===== config.mk =====
export PLATFORM = sky130hd
export DESIGN_NAME = acm_chain_ctrl
export DESIGN_NICKNAME = d
export VERILOG_FILES = /design/src/hw/acm_pkg.sv /design/src/hw/acm_chain_ctrl.sv /design/src/hw/acm_gain_dec.sv /design/src/hw/acm_mux_dec.sv
export SDC_FILE = /design/constraint.sdc
export NUM_CORES = 1
export LEC_CHECK = 0
export BUFFER_PORTS_ARGS = -buffer_cell sky130_fd_sc_hd__buf_2
export CELL_PAD_IN_SITES_DETAIL_PLACEMENT = 1
export CELL_PAD_IN_SITES_GLOBAL_PLACEMENT = 1
export CORE_AREA = 2 2 104 146
export DETAILED_ROUTE_END_ITERATION = 16
export DIE_AREA = 0 0 106 148
export HOLD_SLACK_MARGIN = 0.06
export PLACE_DENSITY_LB_ADDON = 0.25
export SYNTH_ARGS = -nofsm -noshare
export SYNTH_HDL_FRONTEND = slang
export SYNTH_SLANG_ARGS = --single-unit

===== constraint.sdc =====
create_clock -name ref_clk_i -period 2.25 [get_ports ref_clk_i]
set_input_delay 0.3375 -clock ref_clk_i [delete_from_list [all_inputs] [get_ports ref_clk_i]]
set_output_delay 0.3375 -clock ref_clk_i [all_outputs]
set_load 0.1 [all_outputs]

===== src/hw/acm_pkg.sv =====
/*
  package for the acquisition chain control block: register indices, field
  positions, reset values, mux codes, gain tables and carrier structs.
  assumes a single 25 MHz clock domain and an 8-bit register port.
*/
package acm_pkg;

  // register indices on the 8-bit register port
  localparam logic [2:0] ADDR_CHAIN_CONFIG_ZERO = 3'h0;
  localparam logic [2:0] ADDR_BLOCK_ENABLE_BIAS = 3'h1;
  localparam logic [2:0] ADDR_STAGE2_GAIN_OFFSET_RATE = 3'h2;
  localparam logic [2:0] ADDR_STAGE1_STAGE3_GAIN = 3'h3;
  localparam logic [2:0] ADDR_STAGE3_OFFSET = 3'h4;
  localparam logic [2:0] ADDR_INPUT_REFERENCE_SELECT = 3'h5;
  localparam logic [2:0] ADDR_RESULT_LSB = 3'h6;
  localparam logic [2:0] ADDR_RESULT_MSB = 3'h7;

  // field positions
  localparam int POS_START = 7;
  localparam int POS_REPEAT_MODE = 1;
  localparam int POS_BUSY = 7;
  localparam int POS_DEFAULTS = 6;
  localparam int POS_FIRST_STAGE_GAIN = 7;
  localparam int POS_REFERENCE_SELECT = 0;

  // reset values
  localparam logic [7:0] RST_CHAIN_CONFIG_ZERO = 8'h28;
  localparam logic [7:0] RST_BLOCK_ENABLE_BIAS = 8'h00;
  localparam logic [7:0] RST_STAGE2_GAIN_OFFSET_RATE = 8'h00;
  localparam logic [7:0] RST_STAGE1_STAGE3_GAIN = 8'h0c;
  localparam logic [7:0] RST_STAGE3_OFFSET = 8'h00;
  localparam logic [7:0] RST_INPUT_REFERENCE_SELECT = 8'h00;
  // defaults loaded by the defaults strobe: pga off, max speed, nominal bias
  localparam logic [7:0] DEF_BLOCK_ENABLE_BIAS = 8'hc1;
  localparam logic [7:0] DEF_STAGE2_GAIN_OFFSET_RATE = 8'hc0;

  // conversion length in cycles (stand-in for the real timing)
  localparam int CONV_TIME_NS = 4000;
  localparam int CLK_PERIOD_NS = 40;
  localparam logic [7:0] CONV_CYCLES = 8'((CONV_TIME_NS + CLK_PERIOD_NS - 1) / CLK_PERIOD_NS);

  // analog mux pin numbers
  localparam logic [2:0] PIN_AC0 = 3'h0;
  localparam logic [1:0] SEL_PAIR_10 = 2'h0;
  localparam logic [1:0] SEL_PAIR_32 = 2'h1;
  localparam logic [1:0] SEL_PAIR_54 = 2'h2;

  // gains in twelfths so all stages share one unit
  localparam logic [7:0] GAIN1_LO_X12 = 8'h0c;
  localparam logic [7:0] GAIN1_HI_X12 = 8'h78;
  localparam logic [7:0] GAIN2_00_X12 = 8'h0c;
  localparam logic [7:0] GAIN2_01_X12 = 8'h18;
  localparam logic [7:0] GAIN2_10_X12 = 8'h3c;
  localparam logic [7:0] GAIN2_11_X12 = 8'h78;
  localparam logic [3:0] OFF2_MAG_MAX = 4'h5;

  // conversion sequencer states, gray along idle -> run -> done
  typedef enum logic [1:0] {
    ACM_IDLE = 2'b00,
    ACM_RUN  = 2'b01,
    ACM_DONE = 2'b11
  } acm_state_t;

  // decoded analog settings handed to the amplifier/converter
  typedef struct packed {
    logic [2:0] pos_pin;      // positive mux input, 0..5
    logic [2:0] neg_pin;      // negative mux input, 0..5
    logic [1:0] ref_pair;     // 0: pair 1-0, 1: pair 3-2
    logic mod_en;             // modulator enable
    logic [2:0] stage_bypass; // bit i: stage i+1 bypassed
    logic [7:0] gain1_x12;    // stage 1 gain in twelfths
    logic [7:0] gain2_x12;    // stage 2 gain in twelfths
    logic [6:0] gain3_x12;    // stage 3 gain in twelfths
    logic off2_neg;           // stage 2 offset sign
    logic [2:0] off2_steps;   // stage 2 offset in 0.2 steps
    logic off3_neg;           // stage 3 offset sign
    logic [5:0] off3_x12;     // stage 3 offset in twelfths
  } acm_analog_t;

  // register port request
  typedef struct packed {
    logic wr;
    logic rd;
    logic [2:0] addr;
    logic [7:0] wdata;
  } acm_reg_req_t;

endpackage

===== src/hw/acm_chain_ctrl.sv =====
/*
  acquisition chain control: configuration registers, conversion sequencer
  and decoded analog settings.
  assumes a register port synchronous to ref_clk_i (from the serial link
  front end) and a converter that reports each conversion's result.
*/
// Overview of operation
// - repeat bit in config zero selects mode
// - repeat mode restarts right after completion
// - end of conversion stores result, pulses done
// - single shot runs on start, same sequence
// - top bit zero selects differential pairs
// - bit three swaps positive and negative
// - top bit one: single ended versus input zero
// - reference bit picks pair 1-0 or 3-2
// - enable bits: modulator, stages one to three
// - disabled stages are bypassed
// - stage one gain is one or ten
// - stage two gain codes give 1,2,5,10
// - stage two offset sign-magnitude, 0.2 steps
// - stage three gain equals code twelfths
// - stage three offset sign-magnitude twelfths
// - busy reads one during a conversion
// - start is write only, reads zero
`timescale 1ns/1ps
`default_nettype none
module acm_chain_ctrl
  import acm_pkg::*;
(
  input wire logic ref_clk_i,            // 25 MHz clock
  input wire logic reset_n_i,            // async reset, active low
  input wire logic clk_en_i,             // freezes all state when low
  input wire acm_reg_req_t reg_req_i,    // register access request
  input wire logic [15:0] conv_result_i, // converter output word
  output logic [7:0] reg_rdata_o,        // read data, valid cycle after rd
  output logic busy_o,                   // conversion running
  output logic conv_done_o,              // one-cycle done pulse
  output logic conv_start_o,             // one-cycle start pulse
  output acm_analog_t analog_o           // settings for analog chain
);
  // configuration registers
  logic [7:0] cfg0_ff, nxt_cfg0;  // repeat bit and rate fields
  logic [7:0] cfg1_ff, nxt_cfg1;  // block enable, bias
  logic [7:0] cfg2_ff, nxt_cfg2;  // stage 2 gain/offset, rate
  logic [7:0] cfg3_ff, nxt_cfg3;  // stage 1 and 3 gain
  logic [7:0] cfg4_ff, nxt_cfg4;  // stage 3 offset
  logic [5:0] cfg5_ff, nxt_cfg5;  // input and reference select
  logic [15:0] result_ff, nxt_result; // last conversion result
  logic [7:0] rdata_ff, nxt_rdata;    // registered read data
  // sequencer
  acm_state_t state_ff, nxt_state;    // conversion state
  logic [7:0] cnt_ff, nxt_cnt;        // cycles left in conversion
  logic pend_ff, nxt_pend;            // start request waiting
  logic busy_ff, nxt_busy;
  logic done_ff, nxt_done;
  logic start_ff, nxt_start;
  acm_analog_t analog_ff, nxt_analog; // settings latched at start
  // combinational decode
  logic [2:0] dec_pos, dec_neg;
  logic [1:0] dec_ref;
  logic dec_mod;
  logic [2:0] dec_byp;
  logic [7:0] dec_g1, dec_g2;
  logic [6:0] dec_g3;
  logic dec_o2n, dec_o3n;
  logic [2:0] dec_o2;
  logic [5:0] dec_o3;
  logic wr_start, wr_def; // write strobes for self-clearing bits

  acm_mux_dec u_mux (
    .input_select_field_i(cfg5_ff[5:1]),
    .reference_select_bit_i(cfg5_ff[POS_REFERENCE_SELECT]),
    .pos_pin_o(dec_pos),
    .neg_pin_o(dec_neg),
    .ref_pair_o(dec_ref)
  );

  acm_gain_dec u_gain (
    .enable_i(cfg1_ff[3:0]),
    .first_gain_i(cfg3_ff[POS_FIRST_STAGE_GAIN]),
    .second_gain_i(cfg2_ff[5:4]),
    .second_off_i(cfg2_ff[3:0]),
    .third_gain_i(cfg3_ff[6:0]),
    .third_off_i(cfg4_ff[6:0]),
    .mod_en_o(dec_mod),
    .bypass_o(dec_byp),
    .gain1_o(dec_g1),
    .gain2_o(dec_g2),
    .gain3_o(dec_g3),
    .off2_neg_o(dec_o2n),
    .off2_steps_o(dec_o2),
    .off3_neg_o(dec_o3n),
    .off3_o(dec_o3)
  );

  // register writes and reads; start and defaults are strobes, not stored
  always_comb begin
    nxt_cfg0 = cfg0_ff;
    nxt_cfg1 = cfg1_ff;
    nxt_cfg2 = cfg2_ff;
    nxt_cfg3 = cfg3_ff;
    nxt_cfg4 = cfg4_ff;
    nxt_cfg5 = cfg5_ff;
    nxt_rdata = rdata_ff;
    wr_start = 1'b0;
    wr_def = 1'b0;
    if (reg_req_i.wr) begin
      case (reg_req_i.addr)
        ADDR_CHAIN_CONFIG_ZERO: begin
          wr_start = reg_req_i.wdata[POS_START];
          nxt_cfg0 = {1'b0, reg_req_i.wdata[6:1], 1'b0};
        end
        ADDR_BLOCK_ENABLE_BIAS: nxt_cfg1 = reg_req_i.wdata;
        ADDR_STAGE2_GAIN_OFFSET_RATE: nxt_cfg2 = reg_req_i.wdata;
        ADDR_STAGE1_STAGE3_GAIN: nxt_cfg3 = reg_req_i.wdata;
        ADDR_STAGE3_OFFSET: nxt_cfg4 = {1'b0, reg_req_i.wdata[6:0]};
        ADDR_INPUT_REFERENCE_SELECT: begin
          nxt_cfg5 = reg_req_i.wdata[5:0];
          wr_def = reg_req_i.wdata[POS_DEFAULTS];
        end
        default: begin
          // result registers are read only
        end
      endcase
      if (wr_def) begin
        // defaults: chain setup back to reset, modulator on, max speed
        nxt_cfg0 = RST_CHAIN_CONFIG_ZERO;
        nxt_cfg1 = DEF_BLOCK_ENABLE_BIAS;
        nxt_cfg2 = DEF_STAGE2_GAIN_OFFSET_RATE;
        nxt_cfg3 = RST_STAGE1_STAGE3_GAIN;
        nxt_cfg4 = RST_STAGE3_OFFSET;
      end
    end
    if (reg_req_i.rd) begin
      case (reg_req_i.addr)
        ADDR_CHAIN_CONFIG_ZERO: nxt_rdata = cfg0_ff;
        ADDR_BLOCK_ENABLE_BIAS: nxt_rdata = cfg1_ff;
        ADDR_STAGE2_GAIN_OFFSET_RATE: nxt_rdata = cfg2_ff;
        ADDR_STAGE1_STAGE3_GAIN: nxt_rdata = cfg3_ff;
        ADDR_STAGE3_OFFSET: nxt_rdata = cfg4_ff;
        ADDR_INPUT_REFERENCE_SELECT: nxt_rdata = {busy_ff, 1'b0, cfg5_ff};
        ADDR_RESULT_LSB: nxt_rdata = result_ff[7:0];
        ADDR_RESULT_MSB: nxt_rdata = result_ff[15:8];
        default: nxt_rdata = 8'h00;
      endcase
    end
  end

  always_ff @(posedge ref_clk_i or negedge reset_n_i) begin
    if (!reset_n_i) begin
      cfg0_ff <= RST_CHAIN_CONFIG_ZERO;
      cfg1_ff <= RST_BLOCK_ENABLE_BIAS;
      cfg2_ff <= RST_STAGE2_GAIN_OFFSET_RATE;
      cfg3_ff <= RST_STAGE1_STAGE3_GAIN;
      cfg4_ff <= RST_STAGE3_OFFSET;
      cfg5_ff <= RST_INPUT_REFERENCE_SELECT[5:0];
      rdata_ff <= 8'h00;
    end else if (clk_en_i) begin
      cfg0_ff <= nxt_cfg0;
      cfg1_ff <= nxt_cfg1;
      cfg2_ff <= nxt_cfg2;
      cfg3_ff <= nxt_cfg3;
      cfg4_ff <= nxt_cfg4;
      cfg5_ff <= nxt_cfg5;
      rdata_ff <= nxt_rdata;
    end
  end

  // sequencer: idle waits for a request, run counts down, done stores result
  always_comb begin
    nxt_state = state_ff;
    nxt_cnt = cnt_ff;
    nxt_pend = pend_ff | wr_start; // request waits for current conversion
    nxt_busy = busy_ff;
    nxt_done = 1'b0;
    nxt_start = 1'b0;
    nxt_result = result_ff;
    nxt_analog = analog_ff;
    case (state_ff)
      ACM_IDLE: begin
        // a defaults strobe written now counts as a request too
        if (nxt_pend || cfg0_ff[POS_REPEAT_MODE] || wr_def) begin
          nxt_state = ACM_RUN;
          nxt_cnt = CONV_CYCLES;
          nxt_pend = 1'b0;
          nxt_busy = 1'b1;
          nxt_start = 1'b1;
          // freeze settings for the whole conversion
          nxt_analog = '{dec_pos, dec_neg, dec_ref, dec_mod, dec_byp, dec_g1, dec_g2,
                         dec_g3, dec_o2n, dec_o2, dec_o3n, dec_o3};
        end
      end
      ACM_RUN: begin
        if (wr_def) begin
          // defaults restart without waiting for the running conversion
          nxt_state = ACM_IDLE;
          nxt_busy = 1'b0;
          nxt_pend = 1'b1; // restart next cycle with the default settings
        end else if (cnt_ff <= 8'h01) begin
          nxt_state = ACM_DONE;
        end else begin
          nxt_cnt = cnt_ff - 8'h01;
        end
      end
      ACM_DONE: begin
        nxt_result = conv_result_i;
        nxt_done = 1'b1;
        nxt_busy = 1'b0;
        nxt_state = ACM_IDLE;
        // repeat mode restarts with no idle gap beyond one cycle
        if (cfg0_ff[POS_REPEAT_MODE] || nxt_pend || wr_def) begin
          nxt_state = ACM_RUN;
          nxt_cnt = CONV_CYCLES;
          nxt_pend = 1'b0;
          nxt_busy = 1'b1;
          nxt_start = 1'b1;
          nxt_analog = '{dec_pos, dec_neg, dec_ref, dec_mod, dec_byp, dec_g1, dec_g2,
                         dec_g3, dec_o2n, dec_o2, dec_o3n, dec_o3};
        end
      end
      default: begin
        nxt_state = ACM_IDLE;
        nxt_busy = 1'b0;
      end
    endcase
  end

  always_ff @(posedge ref_clk_i or negedge reset_n_i) begin
    if (!reset_n_i) begin
      state_ff <= ACM_IDLE;
      cnt_ff <= 8'h00;
      pend_ff <= 1'b0;
      busy_ff <= 1'b0;
      done_ff <= 1'b0;
      start_ff <= 1'b0;
      result_ff <= 16'h0000;
      analog_ff <= '0;
    end else if (clk_en_i) begin
      state_ff <= nxt_state;
      cnt_ff <= nxt_cnt;
      pend_ff <= nxt_pend;
      busy_ff <= nxt_busy;
      done_ff <= nxt_done;
      start_ff <= nxt_start;
      result_ff <= nxt_result;
      analog_ff <= nxt_analog;
    end
  end

  // all outputs straight from flip-flops
  assign reg_rdata_o = rdata_ff;
  assign busy_o = busy_ff;
  assign conv_done_o = done_ff;
  assign conv_start_o = start_ff;
  assign analog_o = analog_ff;
endmodule
`default_nettype wire


===== src/hw/acm_gain_dec.sv =====
/*
  combinational decode of enables, gains and offsets into twelfths and 0.2 steps.
  assumes the caller registers the outputs.
*/
`timescale 1ns/1ps
`default_nettype none
module acm_gain_dec
  import acm_pkg::*;
(
  input wire logic [3:0] enable_i,   // block enables
  input wire logic first_gain_i,     // stage 1 gain bit
  input wire logic [1:0] second_gain_i, // stage 2 gain code
  input wire logic [3:0] second_off_i,  // stage 2 offset code
  input wire logic [6:0] third_gain_i,  // stage 3 gain code
  input wire logic [6:0] third_off_i,   // stage 3 offset code
  output logic mod_en_o,             // modulator on
  output logic [2:0] bypass_o,       // stage bypasses
  output logic [7:0] gain1_o,        // twelfths
  output logic [7:0] gain2_o,        // twelfths
  output logic [6:0] gain3_o,        // twelfths
  output logic off2_neg_o,           // sign
  output logic [2:0] off2_steps_o,   // 0.2 steps
  output logic off3_neg_o,           // sign
  output logic [5:0] off3_o          // twelfths
);
  // bypassed stages report unity gain and no offset
  always_comb begin
    mod_en_o = enable_i[0];
    bypass_o = ~enable_i[3:1];
    gain1_o = enable_i[1] ? (first_gain_i ? GAIN1_HI_X12 : GAIN1_LO_X12) : GAIN1_LO_X12;
    case (second_gain_i)
      2'h0: gain2_o = GAIN2_00_X12;
      2'h1: gain2_o = GAIN2_01_X12;
      2'h2: gain2_o = GAIN2_10_X12;
      2'h3: gain2_o = GAIN2_11_X12;
      default: gain2_o = GAIN2_00_X12;
    endcase
    if (!enable_i[2]) begin
      gain2_o = GAIN2_00_X12;
    end
    off2_neg_o = enable_i[2] & second_off_i[3];
    // magnitudes above five are clamped to full scale
    off2_steps_o = !enable_i[2] ? 3'h0 :
                   ((second_off_i[2:0] > OFF2_MAG_MAX[2:0]) ? OFF2_MAG_MAX[2:0] : second_off_i[2:0]);
    gain3_o = enable_i[3] ? third_gain_i : 7'h0c;
    off3_neg_o = enable_i[3] & third_off_i[6];
    off3_o = enable_i[3] ? third_off_i[5:0] : 6'h00;
  end
endmodule
`default_nettype wire


===== src/hw/acm_mux_dec.sv =====
/*
  combinational decode of input-select and reference-select into pin numbers.
  assumes the caller registers the outputs.
*/
`timescale 1ns/1ps
`default_nettype none
module acm_mux_dec
  import acm_pkg::*;
(
  input wire logic [4:0] input_select_field_i, // input mux code
  input wire logic reference_select_bit_i,     // reference pair code
  output logic [2:0] pos_pin_o,                // positive pin
  output logic [2:0] neg_pin_o,                // negative pin
  output logic [1:0] ref_pair_o                // reference pair
);
  logic [2:0] p_raw; // before swap
  logic [2:0] n_raw;

  // table lookup, then optional swap
  always_comb begin
    p_raw = PIN_AC0;
    n_raw = PIN_AC0;
    if (input_select_field_i[4]) begin
      // single ended against input zero; codes 6,7 fall back to input zero
      p_raw = (input_select_field_i[2:0] > 3'h5) ? PIN_AC0 : input_select_field_i[2:0];
      n_raw = PIN_AC0;
    end else begin
      case (input_select_field_i[1:0])
        SEL_PAIR_10: begin
          p_raw = 3'h1;
          n_raw = 3'h0;
        end
        SEL_PAIR_32: begin
          p_raw = 3'h3;
          n_raw = 3'h2;
        end
        SEL_PAIR_54: begin
          p_raw = 3'h5;
          n_raw = 3'h4;
        end
        default: begin
          p_raw = PIN_AC0; // unlisted code shorts inputs
          n_raw = PIN_AC0;
        end
      endcase
    end
    pos_pin_o = input_select_field_i[3] ? n_raw : p_raw;
    neg_pin_o = input_select_field_i[3] ? p_raw : n_raw;
    ref_pair_o = reference_select_bit_i ? 2'h1 : 2'h0;
  end
endmodule
`default_nettype wire


; ---- Word level (Yosys, flattened, before mapping)
; Index checks and enable logic that the tools add are counted.
[totals]
out_inout_bits = 57
regBits = 130
wordCells = 129
[op_classes]
bitwise_logic = 4
n_reduce_logical = 25
n_mux = 50
order_cmp = 3
add_sub_neg = 1
n_eq_ne = 20
[ops]
columns = cell, count
row1 = two-way mux 8 bit, 15
row2 = one-hot mux 8 bit (8 select lines), 1
row3 = one-hot mux 8 bit (4 select lines), 1
row4 = AND reduction 3 bit, 9
row5 = two-way mux 3 bit, 7
row6 = one-hot mux 8 bit (2 select lines), 1
row7 = two-way mux 1 bit, 14
row8 = two-way mux 7 bit, 2
row9 = == test 3 bit (second input constant), 4
row10 = nonzero test 2 bit, 6
row11 = one-hot mux 3 bit (3 select lines), 1
row12 = == test 2 bit (second input constant), 4
row13 = <= comparator 8 x 1 -> 1 bit (second input constant), 1
row14 = != test 2 bit (second input constant), 4
row15 = subtractor 8 x 1 -> 8 bit (second input constant), 1
row16 = == test 2 x 1 -> 1 bit (second input constant), 3
row17 = == test 3 x 2 -> 1 bit (second input constant), 2
row18 = > comparator 3 bit (second input constant), 2
row19 = zero test 2 bit, 3
row20 = two-way mux 2 bit, 3
row21 = two-way mux 6 bit, 1
row22 = one-hot mux 2 bit (3 select lines), 1
row23 = one-hot mux 3 bit (2 select lines), 1
row24 = AND reduction 5 bit, 1
row25 = other kinds (12), 15

; ---- Depth between registers and ports, before layout
[depth]
word_depth = 8
depth_mapped = 9

; ---- By module
; From an unflattened synthesis, not the netlist that was laid out.
[unflattened]
hier_cells = 545
area_unflattened_um2 = 6032.0
[by_module_without_submodules]
columns = module, seq_area_each_um2, cells_each, area_each_um2, n_inst
row1 = acm_chain_ctrl, 3183.1, 486, 5644.2, 1
row2 = acm_gain_dec, 0.0, 43, 280.3, 1
row3 = acm_mux_dec, 0.0, 16, 107.6, 1

; ---- Least setup slack after synthesis
; OpenSTA, ideal clock, no wires.
[synth_timing]
path_kind = flip-flop to flip-flop
from = register state_ff[0]
to = register analog_ff, in the netlist analog_o[28]
arrival_ns = 2.040
path_stages_with_launch = 8
path_buffers = 2
setup_ns = 0.126
setup_slack_ns = 0.084
path_cell_list = dfrtp_1 -> inv_1 -> ha_1 -> clkbuf_1 -> clkinv_1 -> o311ai_2 -> clkbuf_1 -> mux2_2
[synth_between]
elab_chain_len = 3
elab_cells_between_ends = 4
[synth_rtl]
columns = element, line
row1 = from (decl), acm_chain_ctrl.sv:51  ; acm_state_t state_ff, nxt_state;
row2 = from (signal assigned), acm_chain_ctrl.sv:239  ; state_ff <= nxt_state;
row3 = == test 2 bit / zero test 2 bit (equally long branches), acm_chain_ctrl.sv:179  ; case (state_ff)
row4 = OR reduction 2 bit (no source line) (*), --
row5 = AND reduction 3 bit (no source line) (*), --
row6 = to (signal assigned), acm_chain_ctrl.sv:246  ; analog_ff <= nxt_analog;
row7 = to (decl), acm_chain_ctrl.sv:57  ; acm_analog_t analog_ff, nxt_analog;
; Mark *: on every way between the ends. The rest lies on a longest branch, timed or not.
; A chain may end at the register's enable or synchronous reset.

; ---- Worst setup path after layout
[layout_timing]
from = register cnt_ff[0]
to = register cnt_ff[3]
[layout_between]
elab_chain_len = 4
elab_cells_between_ends = 7
[layout_rtl]
columns = element, line
row1 = from (decl), acm_chain_ctrl.sv:52  ; logic [7:0] cnt_ff, nxt_cnt;
row2 = from (signal assigned), acm_chain_ctrl.sv:240  ; cnt_ff <= nxt_cnt;
row3 = subtractor 8 x 1 -> 8 bit, acm_chain_ctrl.sv:202  ; nxt_cnt = cnt_ff - 8'h01;
row4 = two-way mux 8 bit, acm_chain_ctrl.sv:199  ; end else if (cnt_ff <= 8'h01) begin
row5 = two-way mux 8 bit, acm_chain_ctrl.sv:194  ; if (wr_def) begin
row6 = one-hot mux 8 bit (2 select lines), acm_chain_ctrl.sv:179
; Parallel ways exist; a longest one is shown, timed or not. The select of a mux whose other input is x is not followed.

==> results by group <==
STA
  • RSZ-0062 raised after global routing: false
  • Clk_skew: 7.488 ps
  • Slew Viols, Final: 0
  • Final Hold Fails: 0
  • Number of setup violations in the final report: 0
  • Slew @ Worst Pin: 555.9 ps
  • Fin crit share: 93.01%
  • Post-layout min period: 2093 ps
  • Slew HR: 62.94%
  • Highest Clock Rate: 477.8 MHz
  • Setup TNS: 0 ps

Die
  • Die area: 0.01569 mm^2
  • Die W: 106 um
  • Die span in y: 148 um
  • Core Area: 0.01438 mm^2
  • Ports: 89
  • Initial Util: 37.99%
  • Row count: 52

Route
  • DR WL/cell: 18.12 um
  • Detailed Route WL: 14990 um
  • DR iter-0 viols: 155
  • Remaining DRCs: 0
  • Routed vias: 4298
  • Via/cell ratio: 5.197
  • Routed Antenna Nets: 0
  • Pre-antenna DRT Iters: 4

Critical path
  • CP required: 2600 ps
  • Crit Path Class: flip-flop to flip-flop
  • Largest stage delay on the critical path: 500 ps
  • Crit. End Element: flip-flop
  • Crit path from: cnt_ff[0]
  • Critical path buffer and inverter count: 1
  • CP max-delay cell: or4_1
  • Crit-path cells: inv_1 -> ha_1 -> nor2_1 -> nor4_4 -> a221o_2 -> or4_1 -> nand3_1
  • Worst setup SP type: flip-flop
  • CP Data Arrival Time: 2440 ps
  • Crit path max fanout: 7
  • Reg2reg start: cnt_ff[0]
  • Top delay family on crit path: simple AND/OR/NAND/NOR gates
  • R2r setup slk: 160 ps

Synth
  • Netlist cell types: 55
  • Post-Synth Adder-Cell Area: 1.374%
  • Top_reg_cell synth: dfrtp_1
  • Synth top area cells: dfrtp_1 52%, o21ai_0 8.3%, nand2_1 8.2%, mux2_2 4.9%, mux4_2 4.1%
  • Leading area contributor after synthesis: dfrtp_1
  • Synth Area in Compound Gates: 14.64%
  • Warnings, synthesis: 0
  • Area share of xor/xnor cells in the synthesized design: 0%
  • Largest family of logic cells by synthesized area: simple AND/OR/NAND/NOR gates
  • Mux cell area share after synthesis: 10.90%
  • Synthesized area: 0.005463 mm^2
  • Sequential share of the synthesized area: 53.69%
  • Area share of the largest cell type after synthesis: 51.76%
  • Post-Syn Instances: 538
  • Average size of a mapped cell: 10.15 um^2
  • Number of synthesized flops with an enable pin: 0
  • Ys async rst share: 100.0%
  • Simple-gate portion of the synthesized area: 14.77%
  • Post-synthesis register bit count: 117

Global route
  • Global-route wire length before repair: 24650 um
  • Met1 usage: 24.50%
  • GR Util All Layers: 20.37%
  • Global route overflow: 0
  • Initial antenna violation count: 0
  • Vias in the first global route: 4603
  • GR Layer Usage met3: 3.880%
  • GR met2 Demand/Resource: 35.55%
  • Pin count of the biggest net entering global routing: 70
  • Most used routing layer: met2

Pwr
  • Tot Pwr: 0.009836 W
  • Worst VDD drop: 0.0009107 V
  • PwrDens: 1465 mW/mm^2
  • Static Leakage: 3.163 nW

Placement
  • Post-DP HPWL: 10760 um
  • Area after DPL: 0.006111 mm^2
  • PortBufs: 81
  • Gpl congestion: 0.8680

Clock network
  • Latest clock arrival within the worst-skew pair: 420 ps
  • Root Buffer: clkbuf_16
  • Clock sink total: 117
  • CTS Buffer Depth: 2
  • Post CTS Setup Buffer Count: 0
  • CTS clock-pin slew for the worst setup and hold paths: 60 ps
  • Num CTS Buffers: 17
  • CTS tree: yes
  • H-tree Lvls: 4

Cells and area
  • Ratio of cells with drive above 1 in the final layout: 27.74%
  • Highest-count cells in the layout ignoring fill and taps: 120 x nand2_1, 113 x dfrtp_1, 91 x o21ai_0
  • ANT cells: 0
  • Most common cell after layout, fill and taps aside: nand2_1
  • NumNets Final: 663
  • Final Instance Area: 0.006715 mm^2
  • Synthesis-to-layout area growth: 22.93%

Worst hold path
  • Hold path start: conv_result_i[6]
  • Min-Delay Path Class: input pin to flip-flop

Job
  • Max-cap check violation count: 0

Run status
  • Status: completed
==> kinds of logic after synthesis <==
kind of cell               after synthesis
and+or+nand+nor                        181
adders and majority gates                6
other                                    1
AOI/OAI and AO/OA                      136
muxes                                   44
buffers and inverters                   53
DFF                                    117
==> worst register-to-register path, delay by kind of cell (launching register included) <==
family	cells	cell delay (ps)
simple gates	4	860
flops	1	400
fa+ha+maj	1	240
compound gates	1	450
buf+inv	1	80
==> what timing repair did <==
item,4_1_cts,5_1_grt
hold buffers,1,0
setup endpoints to repair,0,1
resized for setup,0,1
hold endpoints to repair,29,0
==> power breakdown <==
group | leakage [nW] | internal, W | switching [W] | total, W
combinational | 1.37 | 0.000825 | 0.00316 | 0.00399
sequential | 1.51 | 0.00268 | 0.000478 | 0.00316
clock | 0.283 | 0.00167 | 0.00103 | 0.00269
total | 3.16 | 0.00517 | 0.00467 | 0.00984
==> cell type report <==
| cell class | instances | area, um^2 |
|---|---|---|
| Tap cell | 189 | 236.5 |
| Fill cell | 1633 | 7664 |
| Clock inverter | 14 | 153.9 |
| Timing Repair Buffer | 101 | 585.6 |
| Clock buffer | 18 | 439.2 |
| Inverter | 14 | 52.55 |
| Sequential cell | 117 | 2933 |
| Multi-Input combinational cell | 374 | 2315 |
==> cells in the mapped netlist, types with 5 or more instances <==
master / n
nand2b_1: 6
inv_1: 12
nor2_1: 18
buf_4: 11
nand3_1: 11
mux2i_1: 10
clkbuf_1: 24
nor2b_1: 5
o31ai_1: 8
dfrtp_1: 113
o21ai_0: 91
ha_1: 6
mux4_2: 10
nand2_1: 120
a21oi_1: 8
mux2_2: 24
==> through the flow <==
stage | instances | setup WS, ps | util [%] | hold slack [ps]
2_1_floorplan | 544 | 84.46 | - | 41.91
3_3_place_gp | 794 | 147.4 | 42.50 | 325.8
3_5_place_dp | 794 | 71.37 | 42.50 | 338.6
4_1_cts | 827 | 71.79 | 46.69 | 143.2
5_1_grt | 827 | 41.61 | 46.70 | 144.4
6_report | 827 | 157.2 | 46.70 | 151.8
==> path summary, 6_finish.rpt <==
check                                to  cells after the start
max                           cnt_ff[3]                      7
min                        result_ff[6]                      2
max reg2reg                   cnt_ff[3]                      7
min reg2reg                 analog_o[4]                      2
max in group asynchronous  analog_o[41]                      3
min in group asynchronous  result_ff[6]                      2
==> sequential cells by signal, indices dropped and copies added (netlist names), 2 cells and up <==
| signal | cells |
|---|---|
| cfg0_ff | 6 |
| cfg3_ff | 8 |
| reg_rdata_o | 8 |
| result_ff | 16 |
| cfg5_ff | 6 |
| cfg2_ff | 8 |
| cfg4_ff | 7 |
| analog_o | 36 |
| state_ff | 2 |
| cnt_ff | 8 |
| cfg1_ff | 8 |
==> per-layer routing <==
metal | up-vias | routed length, um
li1 | 2046 | -
met1 | 2131 | 6248
met2 | 91 | 7869
met3 | 30 | 450
met4 | 0 | 417
met5 | - | 0
No activity file was read; power rests on OpenSTA's default activity.
